### config.mk
export PLATFORM = sky130hd
export DESIGN_NAME = tmif_match_irq_bank
export DESIGN_NICKNAME = d
export VERILOG_FILES = /design/src/rtl/tmif_pkg.sv /design/src/rtl/tmif_flag_reg.sv /design/src/rtl/tmif_match_irq_bank.sv
export VERILOG_INCLUDE_DIRS = /design/src /design/src/rtl
export SDC_FILE = /design/constraint.sdc
export NUM_CORES = 1
export LEC_CHECK = 0
export BUFFER_PORTS_ARGS = -buffer_cell sky130_fd_sc_hd__buf_4
export CORE_MARGIN = 2
export CORE_UTILIZATION = 43
export DETAILED_ROUTE_END_ITERATION = 8
export HOLD_SLACK_MARGIN = 0.05
export PLACE_DENSITY_LB_ADDON = 0.1
export SETUP_SLACK_MARGIN = 0.05
export SLEW_MARGIN = 10
export SYNTH_ARGS = -nofsm -noshare
export SYNTH_HDL_FRONTEND = slang
export SYNTH_SLANG_ARGS = --single-unit
### constraint.sdc
create_clock -name clk_i -period 2.2 [get_ports clk_i]
set_input_delay 0.11 -clock clk_i [delete_from_list [all_inputs] [get_ports clk_i]]
set_output_delay 0.11 -clock clk_i [all_outputs]
set_load 0.02 [all_outputs]
### src/rtl/tmif_defs.svh
// Register map, field positions and reset values of the timer match flag bank.
// Assumes inclusion by bare name from the package and the bench.
`ifndef TMIF_DEFS_SVH
`define TMIF_DEFS_SVH

// Byte offsets on the register bus
`define TMIF_OFF_T0_FLAGS 12'h000
`define TMIF_OFF_T1_FLAGS 12'h004
`define TMIF_OFF_CTRL 12'h008
`define TMIF_OFF_STATUS 12'h00C
`define TMIF_OFF_MASK 12'h010

// Field positions inside a timer flag register
`define TMIF_BIT_REQ_A 5
`define TMIF_BIT_REQ_P 4
`define TMIF_BIT_EN_A 1
`define TMIF_BIT_EN_P 0

// Global interrupt enable in the control register
`define TMIF_BIT_GIE 0

// Sticky status and mask layout
`define TMIF_ST_T0_A 0
`define TMIF_ST_T0_P 1
`define TMIF_ST_T1_A 2
`define TMIF_ST_T1_P 3

// Reset values
`define TMIF_FLAGS_RST 8'h00
`define TMIF_EVT_RST 4'h0
`define TMIF_WORD_ZERO 32'h0000_0000

`endif

### src/rtl/tmif_pkg.sv
// Types shared by the timer match flag bank and its flag register.
// Assumes tmif_defs.svh is on the include path.
package tmif_pkg;
    `include "tmif_defs.svh"

    // Match events of one periodic timer
    typedef struct packed {
        logic cmp_a;
        logic cmp_p;
    } tmif_evt_t;

    // One timer flag register, bit 7 down to bit 0
    typedef struct packed {
        logic [1:0] unused_hi;
        logic cmp_a_request;
        logic cmp_p_request;
        logic [1:0] unused_mid;
        logic cmp_a_irq_en;
        logic cmp_p_irq_en;
    } tmif_flags_t;

    // Register selected by a bus address
    typedef enum logic [2:0] {
        TMIF_SEL_T0 = 3'b000,
        TMIF_SEL_T1 = 3'b001,
        TMIF_SEL_CTRL = 3'b010,
        TMIF_SEL_STAT = 3'b011,
        TMIF_SEL_MASK = 3'b100,
        TMIF_SEL_NONE = 3'b111
    } tmif_sel_t;
endpackage

### src/rtl/tmif_flag_reg.sv
// One timer flag register: two sticky match requests and two enable bits.
// Assumes events and write strobe come from logic on the same clock.
`timescale 1ns/100ps
`default_nettype none
module tmif_flag_reg
(
    input wire logic clk_i, // System clock
    input wire logic rst_i, // Asynchronous reset, active high
    input wire tmif_pkg::tmif_evt_t evt_i, // Match events, one-cycle pulses
    input wire logic wr_i, // Software write strobe
    input wire logic [7:0] wdata_i, // Software write data
    output var tmif_pkg::tmif_flags_t flags_o // Register contents
);
    import tmif_pkg::*;

    tmif_flags_t flags_reg;
    tmif_flags_t flags_next;

    // Software write first, then a match event sets its flag on top of it
    always_comb
    begin
        flags_next = flags_reg;
        if (wr_i)
        begin
            flags_next.cmp_a_request = wdata_i[`TMIF_BIT_REQ_A];
            flags_next.cmp_p_request = wdata_i[`TMIF_BIT_REQ_P];
            flags_next.cmp_a_irq_en = wdata_i[`TMIF_BIT_EN_A];
            flags_next.cmp_p_irq_en = wdata_i[`TMIF_BIT_EN_P];
        end
        if (evt_i.cmp_a)
        begin
            flags_next.cmp_a_request = 1'b1;
        end
        if (evt_i.cmp_p)
        begin
            flags_next.cmp_p_request = 1'b1;
        end
        flags_next.unused_hi = 2'h0;
        flags_next.unused_mid = 2'h0;
    end

    // Register the flags, cleared at reset
    always_ff @(posedge clk_i or posedge rst_i)
    begin
        if (rst_i)
        begin
            flags_reg <= `TMIF_FLAGS_RST;
        end
        else
        begin
            flags_reg <= flags_next;
        end
    end

    assign flags_o = flags_reg;
endmodule // tmif_flag_reg
`default_nettype wire

### src/rtl/tmif_match_irq_bank.sv
// Interrupt flag bank for two periodic timers, reached over an APB slave port.
// Assumes timer match events are one-cycle pulses on clk_i and the APB master
// follows the usual setup and access phases on the same clock.
//
// Functional notes
// - Timer 0 bit 5: comparator A request flag
// - Timer 0 bit 4: comparator P request flag
// - Timer 0 bit 1: comparator A interrupt enable
// - Timer 0 bit 0: comparator P interrupt enable
// - Timer 1 bit 5: comparator A request flag
// - Timer 1 bit 4: comparator P request flag
// - Timer 1 bit 1: comparator A interrupt enable
// - Timer 1 bit 0: comparator P interrupt enable
// - Bits 7 and 6 read zero, ignore writes
// - Match sets flag; vector request needs enable and global, summary interrupt needs mask only
//
// The register offsets and register access over APB were left to the implementer.
`timescale 1ns/100ps
`default_nettype none
module tmif_match_irq_bank
(
    input wire logic clk_i, // System clock, 40 MHz
    input wire logic rst_i, // Asynchronous reset, active high
    input wire logic [11:0] paddr_i, // APB byte address
    input wire logic psel_i, // APB select
    input wire logic penable_i, // APB access phase
    input wire logic pwrite_i, // APB direction, high for write
    input wire logic [31:0] pwdata_i, // APB write data
    input wire logic [3:0] pstrb_i, // APB byte strobes
    output logic [31:0] prdata_o, // APB read data
    output logic pready_o, // APB ready
    output logic pslverr_o, // APB error on unmapped address
    input wire tmif_pkg::tmif_evt_t t0_evt_i, // Timer 0 match pulses
    input wire tmif_pkg::tmif_evt_t t1_evt_i, // Timer 1 match pulses
    output logic t0_irq_o, // Timer 0 vector request
    output logic t1_irq_o, // Timer 1 vector request
    output logic irq_o // Summary interrupt from status and mask
);
    import tmif_pkg::*;

    // Map a bus address onto a register; misaligned words miss
    function automatic tmif_sel_t addr_decode(input logic [11:0] addr);
        tmif_sel_t sel;
        case (addr)
            `TMIF_OFF_T0_FLAGS: sel = TMIF_SEL_T0;
            `TMIF_OFF_T1_FLAGS: sel = TMIF_SEL_T1;
            `TMIF_OFF_CTRL: sel = TMIF_SEL_CTRL;
            `TMIF_OFF_STATUS: sel = TMIF_SEL_STAT;
            `TMIF_OFF_MASK: sel = TMIF_SEL_MASK;
            default: sel = TMIF_SEL_NONE;
        endcase
        return sel;
    endfunction

    // Request is raised when either match is pending and enabled and the global enable is set
    function automatic logic vector_req(input tmif_flags_t f, input logic gie);
        return gie & ((f.cmp_a_request & f.cmp_a_irq_en) | (f.cmp_p_request & f.cmp_p_irq_en));
    endfunction

    // Bus phase signals
    tmif_sel_t sel;
    logic setup_phase;
    logic wr_fire;
    logic wr_t0;
    logic wr_t1;
    logic wr_ctrl;
    logic wr_stat;
    logic wr_mask;

    // Flag register contents
    tmif_flags_t t0_flags;
    tmif_flags_t t1_flags;

    // Bus answer state
    logic pready_reg;
    logic pready_next;
    logic pslverr_reg;
    logic pslverr_next;
    logic [31:0] prdata_reg;
    logic [31:0] prdata_next;

    // Control, status and mask state
    logic gie_reg;
    logic gie_next;
    logic [3:0] status_reg;
    logic [3:0] status_next;
    logic [3:0] mask_reg;
    logic [3:0] mask_next;
    logic [3:0] evt_vec;

    // Interrupt outputs
    logic t0_irq_reg;
    logic t0_irq_next;
    logic t1_irq_reg;
    logic t1_irq_next;
    logic irq_reg;
    logic irq_next;

    // Decode and write qualification; only byte lane 0 carries the fields
    assign sel = addr_decode(paddr_i);
    assign setup_phase = psel_i & ~penable_i;
    assign wr_fire = psel_i & penable_i & pready_reg & pwrite_i & ~pslverr_reg & pstrb_i[0];
    assign wr_t0 = wr_fire & (sel == TMIF_SEL_T0);
    assign wr_t1 = wr_fire & (sel == TMIF_SEL_T1);
    assign wr_ctrl = wr_fire & (sel == TMIF_SEL_CTRL);
    assign wr_stat = wr_fire & (sel == TMIF_SEL_STAT);
    assign wr_mask = wr_fire & (sel == TMIF_SEL_MASK);

    // Timer 0 flag register
    tmif_flag_reg u_t0_flags
    (
        .clk_i(clk_i),
        .rst_i(rst_i),
        .evt_i(t0_evt_i),
        .wr_i(wr_t0),
        .wdata_i(pwdata_i[7:0]),
        .flags_o(t0_flags)
    );

    // Timer 1 flag register
    tmif_flag_reg u_t1_flags
    (
        .clk_i(clk_i),
        .rst_i(rst_i),
        .evt_i(t1_evt_i),
        .wr_i(wr_t1),
        .wdata_i(pwdata_i[7:0]),
        .flags_o(t1_flags)
    );

    // APB answer: ready one cycle after setup, so no wait states
    always_comb
    begin
        pready_next = 1'b0;
        pslverr_next = pslverr_reg;
        prdata_next = prdata_reg;
        if (setup_phase)
        begin
            pready_next = 1'b1;
            pslverr_next = (sel == TMIF_SEL_NONE);
            prdata_next = `TMIF_WORD_ZERO;
            case (sel)
                TMIF_SEL_T0: prdata_next[7:0] = t0_flags;
                TMIF_SEL_T1: prdata_next[7:0] = t1_flags;
                TMIF_SEL_CTRL: prdata_next[`TMIF_BIT_GIE] = gie_reg;
                TMIF_SEL_STAT: prdata_next[3:0] = status_reg;
                TMIF_SEL_MASK: prdata_next[3:0] = mask_reg;
                default: prdata_next = `TMIF_WORD_ZERO;
            endcase
        end
    end

    // Register the bus answer
    always_ff @(posedge clk_i or posedge rst_i)
    begin
        if (rst_i)
        begin
            pready_reg <= 1'b0;
            pslverr_reg <= 1'b0;
            prdata_reg <= `TMIF_WORD_ZERO;
        end
        else
        begin
            pready_reg <= pready_next;
            pslverr_reg <= pslverr_next;
            prdata_reg <= prdata_next;
        end
    end

    // Match events in status order
    assign evt_vec[`TMIF_ST_T0_A] = t0_evt_i.cmp_a;
    assign evt_vec[`TMIF_ST_T0_P] = t0_evt_i.cmp_p;
    assign evt_vec[`TMIF_ST_T1_A] = t1_evt_i.cmp_a;
    assign evt_vec[`TMIF_ST_T1_P] = t1_evt_i.cmp_p;

    // Global enable, mask, and sticky status where a new event beats a clear
    always_comb
    begin
        gie_next = gie_reg;
        mask_next = mask_reg;
        status_next = status_reg;
        if (wr_ctrl)
        begin
            gie_next = pwdata_i[`TMIF_BIT_GIE];
        end
        if (wr_mask)
        begin
            mask_next = pwdata_i[3:0];
        end
        if (wr_stat)
        begin
            status_next = status_reg & ~pwdata_i[3:0];
        end
        status_next = status_next | evt_vec;
    end

    // Register control, status and mask
    always_ff @(posedge clk_i or posedge rst_i)
    begin
        if (rst_i)
        begin
            gie_reg <= 1'b0;
            mask_reg <= `TMIF_EVT_RST;
            status_reg <= `TMIF_EVT_RST;
        end
        else
        begin
            gie_reg <= gie_next;
            mask_reg <= mask_next;
            status_reg <= status_next;
        end
    end

    // Vector requests gated by enables and the global enable; summary from status and mask only
    always_comb
    begin
        t0_irq_next = vector_req(t0_flags, gie_reg);
        t1_irq_next = vector_req(t1_flags, gie_reg);
        irq_next = |(status_reg & mask_reg);
    end

    // Register the interrupt outputs
    always_ff @(posedge clk_i or posedge rst_i)
    begin
        if (rst_i)
        begin
            t0_irq_reg <= 1'b0;
            t1_irq_reg <= 1'b0;
            irq_reg <= 1'b0;
        end
        else
        begin
            t0_irq_reg <= t0_irq_next;
            t1_irq_reg <= t1_irq_next;
            irq_reg <= irq_next;
        end
    end

    // Outputs straight from flip-flops
    assign prdata_o = prdata_reg;
    assign pready_o = pready_reg;
    assign pslverr_o = pslverr_reg;
    assign t0_irq_o = t0_irq_reg;
    assign t1_irq_o = t1_irq_reg;
    assign irq_o = irq_reg;
endmodule // tmif_match_irq_bank
`default_nettype wire

# Word-level counts from Yosys, hierarchy flattened
# Cells that the tools add are included.
dict set report classes {
  n_reduce_logical 7
  n_eq_ne 9
  mux 12
  bitwise 25
}
# cell n
set ops {}
lappend ops {{$eq 12x4->1 const B} 2}
lappend ops {{$and 1x1->1} 17}
lappend ops {{$pmux 3 s5} 1}
lappend ops {{$eq 12x3->1 const B} 1}
lappend ops {{$eq 12x5->1 const B} 1}
lappend ops {{$logic_not 12->1} 1}
lappend ops {{$pmux 3 s4} 1}
lappend ops {{$and 4x4->4} 2}
lappend ops {{$reduce_bool 2->1} 4}
lappend ops {{$eq 3x2->1 const B} 2}
lappend ops {{$eq 3x3->1 const B} 2}
lappend ops {{$mux 1} 5}
lappend ops {{$pmux 1 s5} 1}
lappend ops {{$mux 2} 2}
lappend ops {{$mux 4} 1}
lappend ops {{$not 4->4} 1}
lappend ops {{$or 4x4->4} 1}
lappend ops {{$pmux 2 s2} 1}
lappend ops {{$reduce_or 4->1} 1}
lappend ops {{$eq 3x1->1 const B} 1}
lappend ops {{$logic_not 3->1} 1}
lappend ops {{$not 1->1} 2}
lappend ops {{$or 1x1->1} 2}
dict set report totals {
  regBits 30
  out_inout_bits 37
}

# Longest topological paths before layout
# Gate-level depths: netlist of the first run.
dict set report logic_depth {
  word_depth 8
  ltp_mapped 5
}

# Cells and area by module
# A second synthesis of the first run with hierarchy kept.
dict set report unflattened {
  hier_cells 164
  area_unflattened_um2 1747.9
}
# mod cells_per_inst area_each_um2 n_inst
set by_module_without_submodules {}
lappend by_module_without_submodules {tmif_match_irq_bank 132 1365.1 1}
lappend by_module_without_submodules {tmif_flag_reg 16 191.4 2}

# Worst setup path after synthesis of the first run
# OpenSTA, ideal clock, no wires.
dict set report synth_path {
  path_kind {register -> register}
  startpoint {register pslverr_reg (netlist: pslverr_o)}
  endpoint {register u_t1_flags.flags_reg (netlist bit u_t1_flags.flags_o[0])}
  path_stages_with_launch 5
  setup_time_ns 0.125
  arrival_time_ns 2.021
  slack_ns 0.054
  n_path_buf 0
  period_less_slack_ns 2.146
  cell_sequence {dfrtp_1 or4b_1 or4_4 nor3b_4 mux2_4}
}
dict set report synth_between {
  elab_chain_len 4
}
# item line
set synth_lines {}
lappend synth_lines {{start: declaration} tmif_match_irq_bank.sv:77} ;# logic pslverr_reg;
lappend synth_lines {{start signal: assignment} tmif_match_irq_bank.sv:165} ;# pslverr_reg <= pslverr_next;
lappend synth_lines {{$not 1->1} tmif_match_irq_bank.sv:102} ;# assign wr_fire = psel_i & penable_i & pready_reg & pwrite_i & ~pslverr_reg & pstrb_i[0];
lappend synth_lines {{$and 1x1->1 (2 in a row)} tmif_match_irq_bank.sv:102}
lappend synth_lines {{$and 1x1->1} tmif_match_irq_bank.sv:104} ;# assign wr_t1 = wr_fire & (sel == TMIF_SEL_T1);
lappend synth_lines {{end signal: assignment} tmif_flag_reg.sv:47} ;# flags_reg <= `TMIF_FLAGS_RST;
lappend synth_lines {{end signal: assignment} tmif_flag_reg.sv:51} ;# flags_reg <= flags_next;
lappend synth_lines {{end: declaration} tmif_flag_reg.sv:16} ;# tmif_flags_t flags_reg;
# No other way between the ends.
# A chain may end at the register's enable or synchronous reset.

# Final worst setup path of the first run
dict set report layout_path {
  startpoint {register pslverr_reg (netlist: pslverr_o)}
  endpoint {register u_t1_flags.flags_reg (netlist bit u_t1_flags.flags_o[1])}
}
# The elaborated chain is that of the path after synthesis.

==> metrics.md, run 1 <==
| Metric | Value |
|---|---|
| Finished Core Util | 54.8% |
| Die extent in y | 64.7 um |
| R2R cell count | 4 |
| Fillers | 329 |
| Slowest stage delay, CP | 480 ps |
| Syn Inst Count | 151 |
| Critical Path Start Type | flip-flop |
| CP Launch Point | pslverr_o$_DFFE_PP0P_ |
| P per Cell Area | 468 nW/um^2 |
| Clock period minus worst slack | 2100 ps |
| Synth warn | 0 |
| Status | complete, no violations |
| FF+latch count, synth | 28 |
| Placed cell area | 1870 sq um |
| Synthesized cell area | 1590 sq um |
| CP required | 2360 ps |
| Number of port buffers | 38 |
| CTS root buf | clkbuf_8 |
| Initial drt markers | 24 |
| IO Pins | 94 |
| Initial core utilization | 44.0% |
| Final Setup Violations | 0 |
| RSZ-0062 raised after global routing | yes |
| Post-DP HPWL | 2530 um |
| Clk pin slew, worst setup/hold paths | 90 ps |
| Nets@finish | 260 |
| Leakage | 0.909 nW |
| Layout cells sized above 1 | 33.3% |
| Via Count | 1,205 |
| Worst-path fanout max | 4 |
| Netlist cell types | 37 |
| First-pass GRT wire length | 5400 um |
| Vias in the first global route | 1,167 |
| Grt total ovfl | 0 |
| Antenna Nets Post-Route | 0 |
| Drt first pass iters | 4 |
| R2r setup slk | 100 ps |
| Max Clock Skew | 1.40 ps |
| WHS Path Cells | 2 |
| DRC | 0 |
| Pin count of the biggest net entering global routing | 29 |
| Post-synth EDFFs | 0 |
| CP max stage cell | or4b_1 |
| Avg Inst Size Synth | 10.5 sq um |
| Commonest register cell after synthesis | dfrtp_1 |
| Setup tns final | 0 ps |
| TritonCTS clock tree | yes |
| Max Clk Rate | 476 MHz |
| Max Root-Sink Buffers | 2 |
| FP Rows | 22 |
| Hold Crit Class | input port to flip-flop |
| Post-CTS Resized | 0 |
| WS Path Type | flip-flop to flip-flop |
| RR Endpoint | u_t1_flags.flags_o[1]$_DFFE_PP0P_ |
| H-tree depth | 1 |
| Final-report max-slew violation count | 0 |
| Vias per cell | 4.84 |
| Total Wirelength | 3280 um |
| Asr flop ratio synth | 100% |
| End point of the critical path | u_t1_flags.flags_o[1]$_DFFE_PP0P_ |
| Routability cong. | 0.780 |
| Sequential area share after synthesis | 44.2% |
| Worst r2r src | pslverr_o$_DFFE_PP0P_ |
| Crit-path cells | or4b_1 -> or4_4 -> nor3b_4 -> mux2_4 |
| Arrival @ worst endpoint | 2260 ps |
| Worst-skew pair later-pin latency | 270 ps |
| GR Util All Layers | 16.7% |
| Wire per inst | 13.2 um |
| DIE AREA | 4190 sq um |
| Core area | 3610 sq um |
| Max-cap viol count | 0 |
| P&R area growth vs syn | 24.6% |
| Design Area, Final | 1980 sq um |
| IR drop worst, VDD | 0.317 mV |
| Die width | 64.7 um |
| Total CTS buffers | 3 |
| Antenna cells | 0 |
| CP endpoint kind | flip-flop |
| Fin crit share | 95.5% |
| Clock sink count | 28 |
| Max FFs per register | 6 |
| Initial antenna violation count | 0 |
| Final hold violation count | 0 |
[worst min path at each step]
stage	startpoint	to	slack, ps
2_1_floorplan	rst_i	gie_reg$_DFFE_PP0P_	180
3_3_place_gp	rst_i	prdata_o[3]$_DFFE_PP0P_	200
3_5_place_dp	rst_i	prdata_o[1]$_DFFE_PP0P_	210
4_1_cts	pwdata_i[3]	mask_reg[3]$_DFFE_PP0P_	70
5_1_grt	pwdata_i[2]	mask_reg[2]$_DFFE_PP0P_	80
6_report	pwdata_i[3]	mask_reg[3]$_DFFE_PP0P_	80
[per-stage QoR]
step / hold WS, ps / total power (W) / std cells / setup WS, ps
2_1_floorplan: 175 / 0.000635 / 176 / 53.8
3_3_place_gp: 199 / 0.000655 / 239 / 101
3_5_place_dp: 206 / 0.000657 / 239 / 112
4_1_cts: 74.1 / 0.000931 / 247 / 67.8
5_1_grt: 78.7 / 0.000968 / 249 / 33.8
6_report: 79.1 / 0.000925 / 249 / 99.8
[cell usage after synthesis (2+ instances only)]
master	instances	area, sq um
a21o_1	4	30.0
inv_1	2	7.51
mux2_2	7	78.8
nand2b_1	2	12.5
mux2i_1	9	90.1
nand2_1	11	41.3
mux2_4	2	30.0
o41ai_1	2	17.5
a32oi_1	3	26.3
a22oi_1	5	37.5
nor2_1	12	45.0
buf_4	26	195
or4_4	3	33.8
nor2b_1	2	12.5
o21ai_0	5	25.0
clkbuf_1	4	15.0
nand4_1	5	31.3
dfrtp_1	28	701
[layout by cell type (no fill, tap or decap), drive strengths merged, types with 2 or more instances in the layout]
| cell type | count |
|---|---|
| nor2b | 2 |
| nor3b | 2 |
| nor2 | 12 |
| buf | 48 |
| o21ai | 5 |
| mux2 | 9 |
| nor3 | 2 |
| a21o | 4 |
| inv | 2 |
| o41ai | 2 |
| conb | 26 |
| a22oi | 5 |
| dfrtp | 28 |
| dlygate4sd3 | 5 |
| clkbuf | 3 |
| nor4 | 2 |
| nand2b | 2 |
| or4 | 3 |
| nand2 | 11 |
| nand4 | 5 |
| a32oi | 3 |
| mux2i | 9 |
[per-layer routing]
metal / vias to the layer above / global-route usage, % / share of wire, %
li1: 594 / - / -
met5: - / 0 / 0
met1: 557 / 21.3 / 45
met4: 0 / 6.65 / 1.1
met2: 50 / 28.1 / 48
met3: 4 / 2.78 / 5.6
[kinds of logic (layout without fill, tap and decap cells)]
kind of cell           Yosys count  after routing  share of synthesized area (%)
other                            1             26                          0.237
muxes                           18             18                           12.5
and+or+nand+nor                 48             48                           18.7
AOI/OAI and AO/OA               23             23                           10.3
DFF                             28             28                           44.2
buffers and inverters           33             58                           14.0
[worst max-delay path: cells and delay by family, from the launching register on]
| family | cells | cell delay, ps |
|---|---|---|
| DFF | 1 | 410 |
| muxes | 1 | 330 |
| and+or+nand+nor | 3 | 1260 |
[layout make-up]
cell class	count	area (sq um)	area share [%]
well taps	48	60.1	3.04
repair buffers	53	410	20.8
multi-input cells	115	756	38.3
clock buffers	3	41.3	2.09
flip-flops and latches	28	701	35.5
inverters	2	7.51	0.380
[what timing repair did]
action | CTS | global route
hold endpoints to repair | 32 | 0
buffers inserted | 0 | 2
hold buffers | 5 | 0
endpoints found under the setup margin | 0 | 4
[where the power goes]
| group | switching [W] | internal (W) | leakage (nW) |
|---|---|---|---|
| Sequential | 0.000000536 | 0.000515 | 0.343 |
| Combinational | 0.0000871 | 0.0000507 | 0.544 |
| Clock | 0.000148 | 0.000123 | 0.0216 |
| Total | 0.000236 | 0.000689 | 0.909 |
(Power assumes the default switching activity.)
==> run 2, diff against run 1 <==
--- a/config.mk
+++ b/config.mk
@@ -6,9 +6,12 @@
 export SDC_FILE = /design/constraint.sdc
 export NUM_CORES = 1
 export LEC_CHECK = 0
+export ABC_AREA = 1
 export BUFFER_PORTS_ARGS = -buffer_cell sky130_fd_sc_hd__buf_4
+export CELL_PAD_IN_SITES_DETAIL_PLACEMENT = 0
+export CELL_PAD_IN_SITES_GLOBAL_PLACEMENT = 1
 export CORE_MARGIN = 2
-export CORE_UTILIZATION = 43
+export CORE_UTILIZATION = 30
 export DETAILED_ROUTE_END_ITERATION = 8
 export HOLD_SLACK_MARGIN = 0.05
 export PLACE_DENSITY_LB_ADDON = 0.1
==> run 2 against run 1 <==
Compared with the run above:
- count of clock-buffer cells in the layout is the same
- register-to-register slack improved by 650 ps
- combinational power increased by 11%
- flip-flop and latch count stayed put
- fmax rose by 45%
- first-iteration DRC count is 79% higher
- sequential power is 1% higher
- critical path type unchanged
- critical endpoint is now u_t1_flags.flags_o[4]$_DFFE_PP0P_
- largest power group unchanged
==> metrics.md, run 2 <==
| Metric | Value |
|---|---|
| Post-DP HPWL | 2880 um |
| Nets@finish | 309 |
| CP required | 2350 ps |
| Slowest stage delay, CP | 410 ps |
| Synthesized cell area | 1650 sq um |
| Yosys top cell by area | dfrtp_1 |
| Vias in the first global route | 1,239 |
| Synth cell count leaders | nand2_1, dfrtp_1, buf_4 |
| Synth area leaders | dfrtp_1, buf_4, nand2_1, inv_1, o21ai_0 |
| Placed insts | 311 |
| Status | complete, no violations |
| Netlist cell types | 28 |
| Post-CTS Resized | 0 |
| FP Rows | 26 |
| Design Area, Final | 2050 sq um |
| Max-cap viol count | 0 |
| Psw | 0.000263 W |
| Clk network pwr share | 37.6% |
| Most common cell after layout, fill and taps aside | nand2_1 |
| Final hold violation count | 0 |
| Crit-path cells | inv_1 -> nand4_1 -> nor2_4 -> inv_2 -> nor3_1 -> o21ai_0 |
| Most frequent cell after synthesis | nand2_1 |
| Leakage | 1.08 nW |
| Drt first pass iters | 4 |
| Synth top area share | 42.6% |
| Layout cells sized above 1 | 25.1% |
| IR drop worst, VDD | 0.356 mV |
| Internal | 0.000819 W |
| Finished Core Util | 39.3% |
| Placed cell area | 1910 sq um |
| CP endpoint kind | flip-flop |
| Place WS | 726 ps |
| Post-CTS Setup Inserts | 0 |
| Clk pin slew, worst setup/hold paths | 100 ps |
| FF+latch count, synth | 28 |
| H-tree depth | 1 |
| DRC | 0 |
| Max Clk Rate | 690 MHz |
| Hold Crit Class | input port to flip-flop |
| Combinational Power Share | 14.1% |
| Synth warn | 0 |
| P per Cell Area | 529 nW/um^2 |
| Final-report max-slew violation count | 0 |
| Commonest register cell after synthesis | dfrtp_1 |
| P&R area growth vs syn | 24.2% |
| Vias per cell | 4.17 |
| Antenna Nets Post-Route | 0 |
| Grt total ovfl | 0 |
| Routability cong. | 0.705 |
| Critical Path Start Type | flip-flop |
| Pin count of the biggest net entering global routing | 29 |
| Syn Inst Count | 204 |
| Reg power frac | 48.3% |
| Die extent in y | 78.1 um |
| Initial drt markers | 43 |
| Final worst-path setup slack | 750 ps |
| TritonCTS clock tree | yes |
| Total Wirelength | 3570 um |
| Initial antenna violation count | 0 |
| Avg Inst Size Synth | 8.07 sq um |
| Hold-fix buffers at CTS | 6 |
| Switching share of power | 24.3% |
| Post-synth EDFFs | 0 |
| First-pass GRT wire length | 5740 um |
| Max Clock Skew | 10.4 ps |
| Clock period minus worst slack | 1450 ps |
| Fin cells | 321 |
| Setup tns final | 0 ps |
| Arrival @ worst endpoint | 1600 ps |
| Wire per inst | 11.1 um |
| Antenna cells | 0 |
| Via Count | 1,338 |
| Clock sink count | 28 |
| CTS root buf | clkbuf_8 |
| Max FFs per register | 6 |
| Core area | 5200 sq um |
| Number of port buffers | 38 |
| Die width | 78.1 um |
| CP max stage cell | dfrtp_1 |
| Worst-path fanout max | 6 |
| Asr flop ratio synth | 100% |
| Worst-skew pair later-pin latency | 280 ps |
| Total CTS buffers | 3 |
| Fin crit share | 65.9% |
| IO Pins | 94 |
| Max Root-Sink Buffers | 2 |
| Final Setup Violations | 0 |
| RSZ-0062 raised after global routing | no |
| Buf/Inv on CP | 2 |
| Most frequent cells in the layout | nand2_1, buf_4, dfrtp_1 |
| Sequential area share after synthesis | 42.6% |
| GR Util All Layers | 11.8% |
| CP delay by family, top | simple AND/OR/NAND/NOR gates |
| DIE AREA | 6100 sq um |
| WS Path Type | flip-flop to flip-flop |
| Initial core utilization | 31.6% |
-- run 2: cell families (layout without fill, tap and decap cells) --
logic type | Yosys count | after routing | synth area share, %
other | 1 | 26 | 0.228
AO/OA/AOI/OAI | 34 | 34 | 11.7
flip-flops | 28 | 28 | 42.6
AND/OR/NAND/NOR | 86 | 86 | 26.6
buffers and inverters | 55 | 77 | 18.9
-- run 2: per-stage QoR --
stage          power, W  hold slack, ps
2_1_floorplan  0.000652             175
3_3_place_gp   0.000678             211
3_5_place_dp   0.000679             211
4_1_cts         0.00109            60.2
5_1_grt         0.00113            70.0
6_report        0.00108            63.8
-- run 2: power by group through the flow --
stage / clock [W] / combinational [W] / sequential [W]
after global routing: 0.000437 / 0.000168 / 0.000523
final: 0.000406 / 0.000153 / 0.000523
after floorplan: 0 / 0.000113 / 0.000539
after detailed placement: 0 / 0.000146 / 0.000533
after CTS: 0.000417 / 0.000155 / 0.000523
after global placement: 0 / 0.000146 / 0.000533
-- run 2: area by class of cell --
class	count	area, sq um
timing repair buffer	45	353
sequential	28	701
clock buffer	3	41.3
inverter	28	105
multi-input combinational	146	728
tap	70	87.6
clock inverter	1	30.0
fill	582	3160
-- run 2: worst paths after layout --
kind	from	endpoint	slack [ps]	cells after the start
max	pslverr_o$_DFFE_PP0P_	u_t1_flags.flags_o[4]$_DFFE_PP0P_	750	6
min	pwdata_i[1]	u_t1_flags.flags_o[1]$_DFFE_PP0P_	60	3
max reg2reg	pslverr_o$_DFFE_PP0P_	u_t1_flags.flags_o[4]$_DFFE_PP0P_	750	6
min reg2reg	prdata_o[1]$_DFFE_PP0P_	prdata_o[1]$_DFFE_PP0P_	490	2
max in group asynchronous	rst_i	u_t0_flags.flags_o[5]$_DFFE_PP0P_	1480	4
min in group asynchronous	rst_i	prdata_o[3]$_DFFE_PP0P_	440	4
-- run 2: worst reg2reg max path, delay by kind of cell (launching register included) --
| kind | cells | cell delay, ps |
|---|---|---|
| buf+inv | 2 | 190 |
| simple gates | 3 | 610 |
| compound gates | 1 | 120 |
| flops | 1 | 410 |
-- run 2: routing by layer --
layer | GRT usage, % | share of wire (%)
met1 | 16.6 | 47
met2 | 19.1 | 47
met3 | 2.87 | 5.2
met4 | 1.58 | 0.42
met5 | 0 | 0
==> run 3, diff against run 2 <==
--- a/config.mk
+++ b/config.mk
@@ -6,12 +6,12 @@
 export SDC_FILE = /design/constraint.sdc
 export NUM_CORES = 1
 export LEC_CHECK = 0
-export ABC_AREA = 1
+export ABC_AREA = 0
 export BUFFER_PORTS_ARGS = -buffer_cell sky130_fd_sc_hd__buf_4
 export CELL_PAD_IN_SITES_DETAIL_PLACEMENT = 0
 export CELL_PAD_IN_SITES_GLOBAL_PLACEMENT = 1
 export CORE_MARGIN = 2
-export CORE_UTILIZATION = 30
+export CORE_UTILIZATION = 28
 export DETAILED_ROUTE_END_ITERATION = 8
 export HOLD_SLACK_MARGIN = 0.05
 export PLACE_DENSITY_LB_ADDON = 0.1
==> constraint.sdc (replaced) <==
create_clock -name clk_i -period 1.3 [get_ports clk_i]
set_input_delay 0.065 -clock clk_i [delete_from_list [all_inputs] [get_ports clk_i]]
set_output_delay 0.065 -clock clk_i [all_outputs]
set_load 0.02 [all_outputs]
==> run 3 against run 2 <==
Compared with the run above:
- highest routed layer unchanged
- combinational power up 82%
- largest power group unchanged
- the flow now finishes with violations (negative setup slack)
- count of clock-buffer cells in the layout increased by 1
- largest cell class unchanged
- flip-flop and latch count stayed put
- clock skew fell by 6.1 ps
- design area is 12% higher
==> metrics.md, run 3 (same netlist as run 1, synthesis figures left out) <==
| Metric | Value |
|---|---|
| Drt first pass iters | 4 |
| Grt met3 use | 2.16% |
| Die width | 79.2 um |
| Total CTS buffers | 3 |
| P per Cell Area | 715 nW/um^2 |
| Via Count | 1,279 |
| Switching share of power | 26.8% |
| Max FFs per register | 6 |
| Pin count of the biggest net entering global routing | 29 |
| Fin crit share | 159% |
| IO Pins | 94 |
| Arrival @ worst endpoint | 2230 ps |
| Max Clk Rate | 484 MHz |
| RSZ-0062 raised after global routing | yes |
| Core area | 5470 sq um |
| Met1 usage | 17.6% |
| Combinational Power Share | 16.9% |
| RR Endpoint | u_t1_flags.flags_o[1]$_DFFE_PP0P_ |
| Hold Crit Class | input port to flip-flop |
| Max Root-Sink Buffers | 2 |
| Top Usage Layer GRT | met2 |
| FP Rows | 27 |
| Worst r2r src | pslverr_o$_DFFE_PP0P_ |
| WS Path Type | flip-flop to flip-flop |
| Number of port buffers | 38 |
| Routability cong. | 0.772 |
| Final-report max-slew violation count | 0 |
| CTS root buf | clkbuf_8 |
| Initial antenna violation count | 0 |
| Final worst-path setup slack | -767 ps |
| Final hold violation count | 0 |
| Antenna Nets Post-Route | 0 |
| Vias per cell | 4.43 |
| Total Wirelength | 4100 um |
| Reg power frac | 53.1% |
| Layout cells sized above 1 | 43.3% |
| Clock sink count | 28 |
| Final Setup Violations | 23 |
| CP endpoint kind | flip-flop |
| P&R area growth vs syn | 45.0% |
| Status | finished, violations left |
| Max-cap viol count | 0 |
| Vias in the first global route | 1,235 |
| PnR Total Power | 0.00164 W |
| CP required | 1470 ps |
| Antenna cells | 0 |
| Hold Path End | u_t1_flags.flags_o[5]$_DFFE_PP0P_ |
| GR Util All Layers | 13.1% |
| TritonCTS clock tree | yes |
| Initial drt markers | 49 |
| Most common cell after layout, fill and taps aside | buf_4 |
| DIE AREA | 6280 sq um |
| Most frequent cells in the layout | buf_4, dfrtp_1, conb_1 |
| IR drop worst, VDD | 0.351 mV |
| Die extent in y | 79.2 um |
| Worst-skew pair later-pin latency | 270 ps |
| Psw | 0.000441 W |
| WHS Path Cells | 3 |
| Clk network pwr share | 29.9% |
| Wire per inst | 14.2 um |
| R2R cell count | 4 |
| Clk pin slew, worst setup/hold paths | 100 ps |
| H-tree depth | 1 |
| Worst Hold Margin | 57.6 ps |
| DRC | 0 |
| Internal | 0.00120 W |
| Leakage | 1.06 nW |
| Max Clock Skew | 4.29 ps |
| Critical Path Start Type | flip-flop |
| Fillers | 564 |
| First-pass GRT wire length | 6300 um |
| Clock period minus worst slack | 2070 ps |
| Hold Crit Start | pwdata_i[5] |
| Met2 usage | 21.3% |
| Nets@finish | 275 |
| Grt total ovfl | 0 |
| Post-DP HPWL | 3080 um |
| Worst-path fanout max | 3 |
| Failing checks | negative setup slack |
| R2r setup slk | -770 ps |
| Initial core utilization | 29.0% |
[run 3: cell count changes in the layout (fill, tap and decap cells not counted), sizes merged, moves of 9 or more]
cell / change
buf: +22
inv: -26
mux2: +9
mux2i: +9
nand2: -36
nand3: -13
nor2: -9
o21ai: -12
[run 3: final cells by class]
cell class	instances	area [sq um]	area share [%]
clock buffer	4	45.0	1.96
inverter	2	7.51	0.327
multi-input combinational	115	870	37.8
sequential	28	702	30.5
tap	72	90.1	3.92
timing repair buffer	68	584	25.4
[run 3: metrics by stage]
| stage | util (%) | instances | area [sq um] | TNS [ps] | setup WS, ps |
|---|---|---|---|---|---|
| 3_3_place_gp | 36.2 | 273 | 1980 | -12140 | -707 |
| 4_1_cts | 40.5 | 286 | 2220 | -7760 | -757 |
| 5_1_grt | 42.0 | 289 | 2300 | -9230 | -854 |
| 3_5_place_dp | 36.2 | 273 | 1980 | -12270 | -727 |
| 2_1_floorplan | - | 176 | 1680 | -8620 | -807 |
| 6_report | 42.0 | 289 | 2300 | -7610 | -767 |
[run 3: power groups by stage]
stage	combinational [W]	sequential, W	clock [W]
floorplan	0.000182	0.000892	0
global placement	0.000236	0.000890	0
detailed placement	0.000239	0.000890	0
CTS	0.000272	0.000873	0.000513
global route	0.000304	0.000873	0.000546
finish	0.000278	0.000873	0.000492
[run 3: critical path: stages (launching register included)]
cell     delay [ps]
dfrtp_2         410
or4b_1          460
or4_4           480
nor3b_4         290
mux2_4          320
[run 3: worst max-delay path by stage]
stage	start	to	slack, ps	cells after the start
after floorplan	pslverr_o$_DFFE_PP0P_	u_t1_flags.flags_o[0]$_DFFE_PP0P_	-810	4
after global placement	pslverr_o$_DFFE_PP0P_	u_t1_flags.flags_o[0]$_DFFE_PP0P_	-710	4
after detailed placement	pslverr_o$_DFFE_PP0P_	u_t1_flags.flags_o[1]$_DFFE_PP0P_	-730	4
after CTS	pslverr_o$_DFFE_PP0P_	u_t1_flags.flags_o[1]$_DFFE_PP0P_	-760	4
after global routing	pslverr_o$_DFFE_PP0P_	u_t1_flags.flags_o[1]$_DFFE_PP0P_	-850	4
final	pslverr_o$_DFFE_PP0P_	u_t1_flags.flags_o[1]$_DFFE_PP0P_	-770	4
[run 3: timing repair]
item	4_1_cts	5_1_grt
gates resized for setup	25	18
hold buffers	7	0
buffers inserted	2	6
setup endpoints to repair	23	23
pin swaps	18	10
hold endpoints to repair	34	0
[run 3: routing by layer]
layer  vias up  wire length (um)
met3         4               181
met5         -                 0
met1       611              1870
met4         0                51
li1        622                 -
met2        42              2000
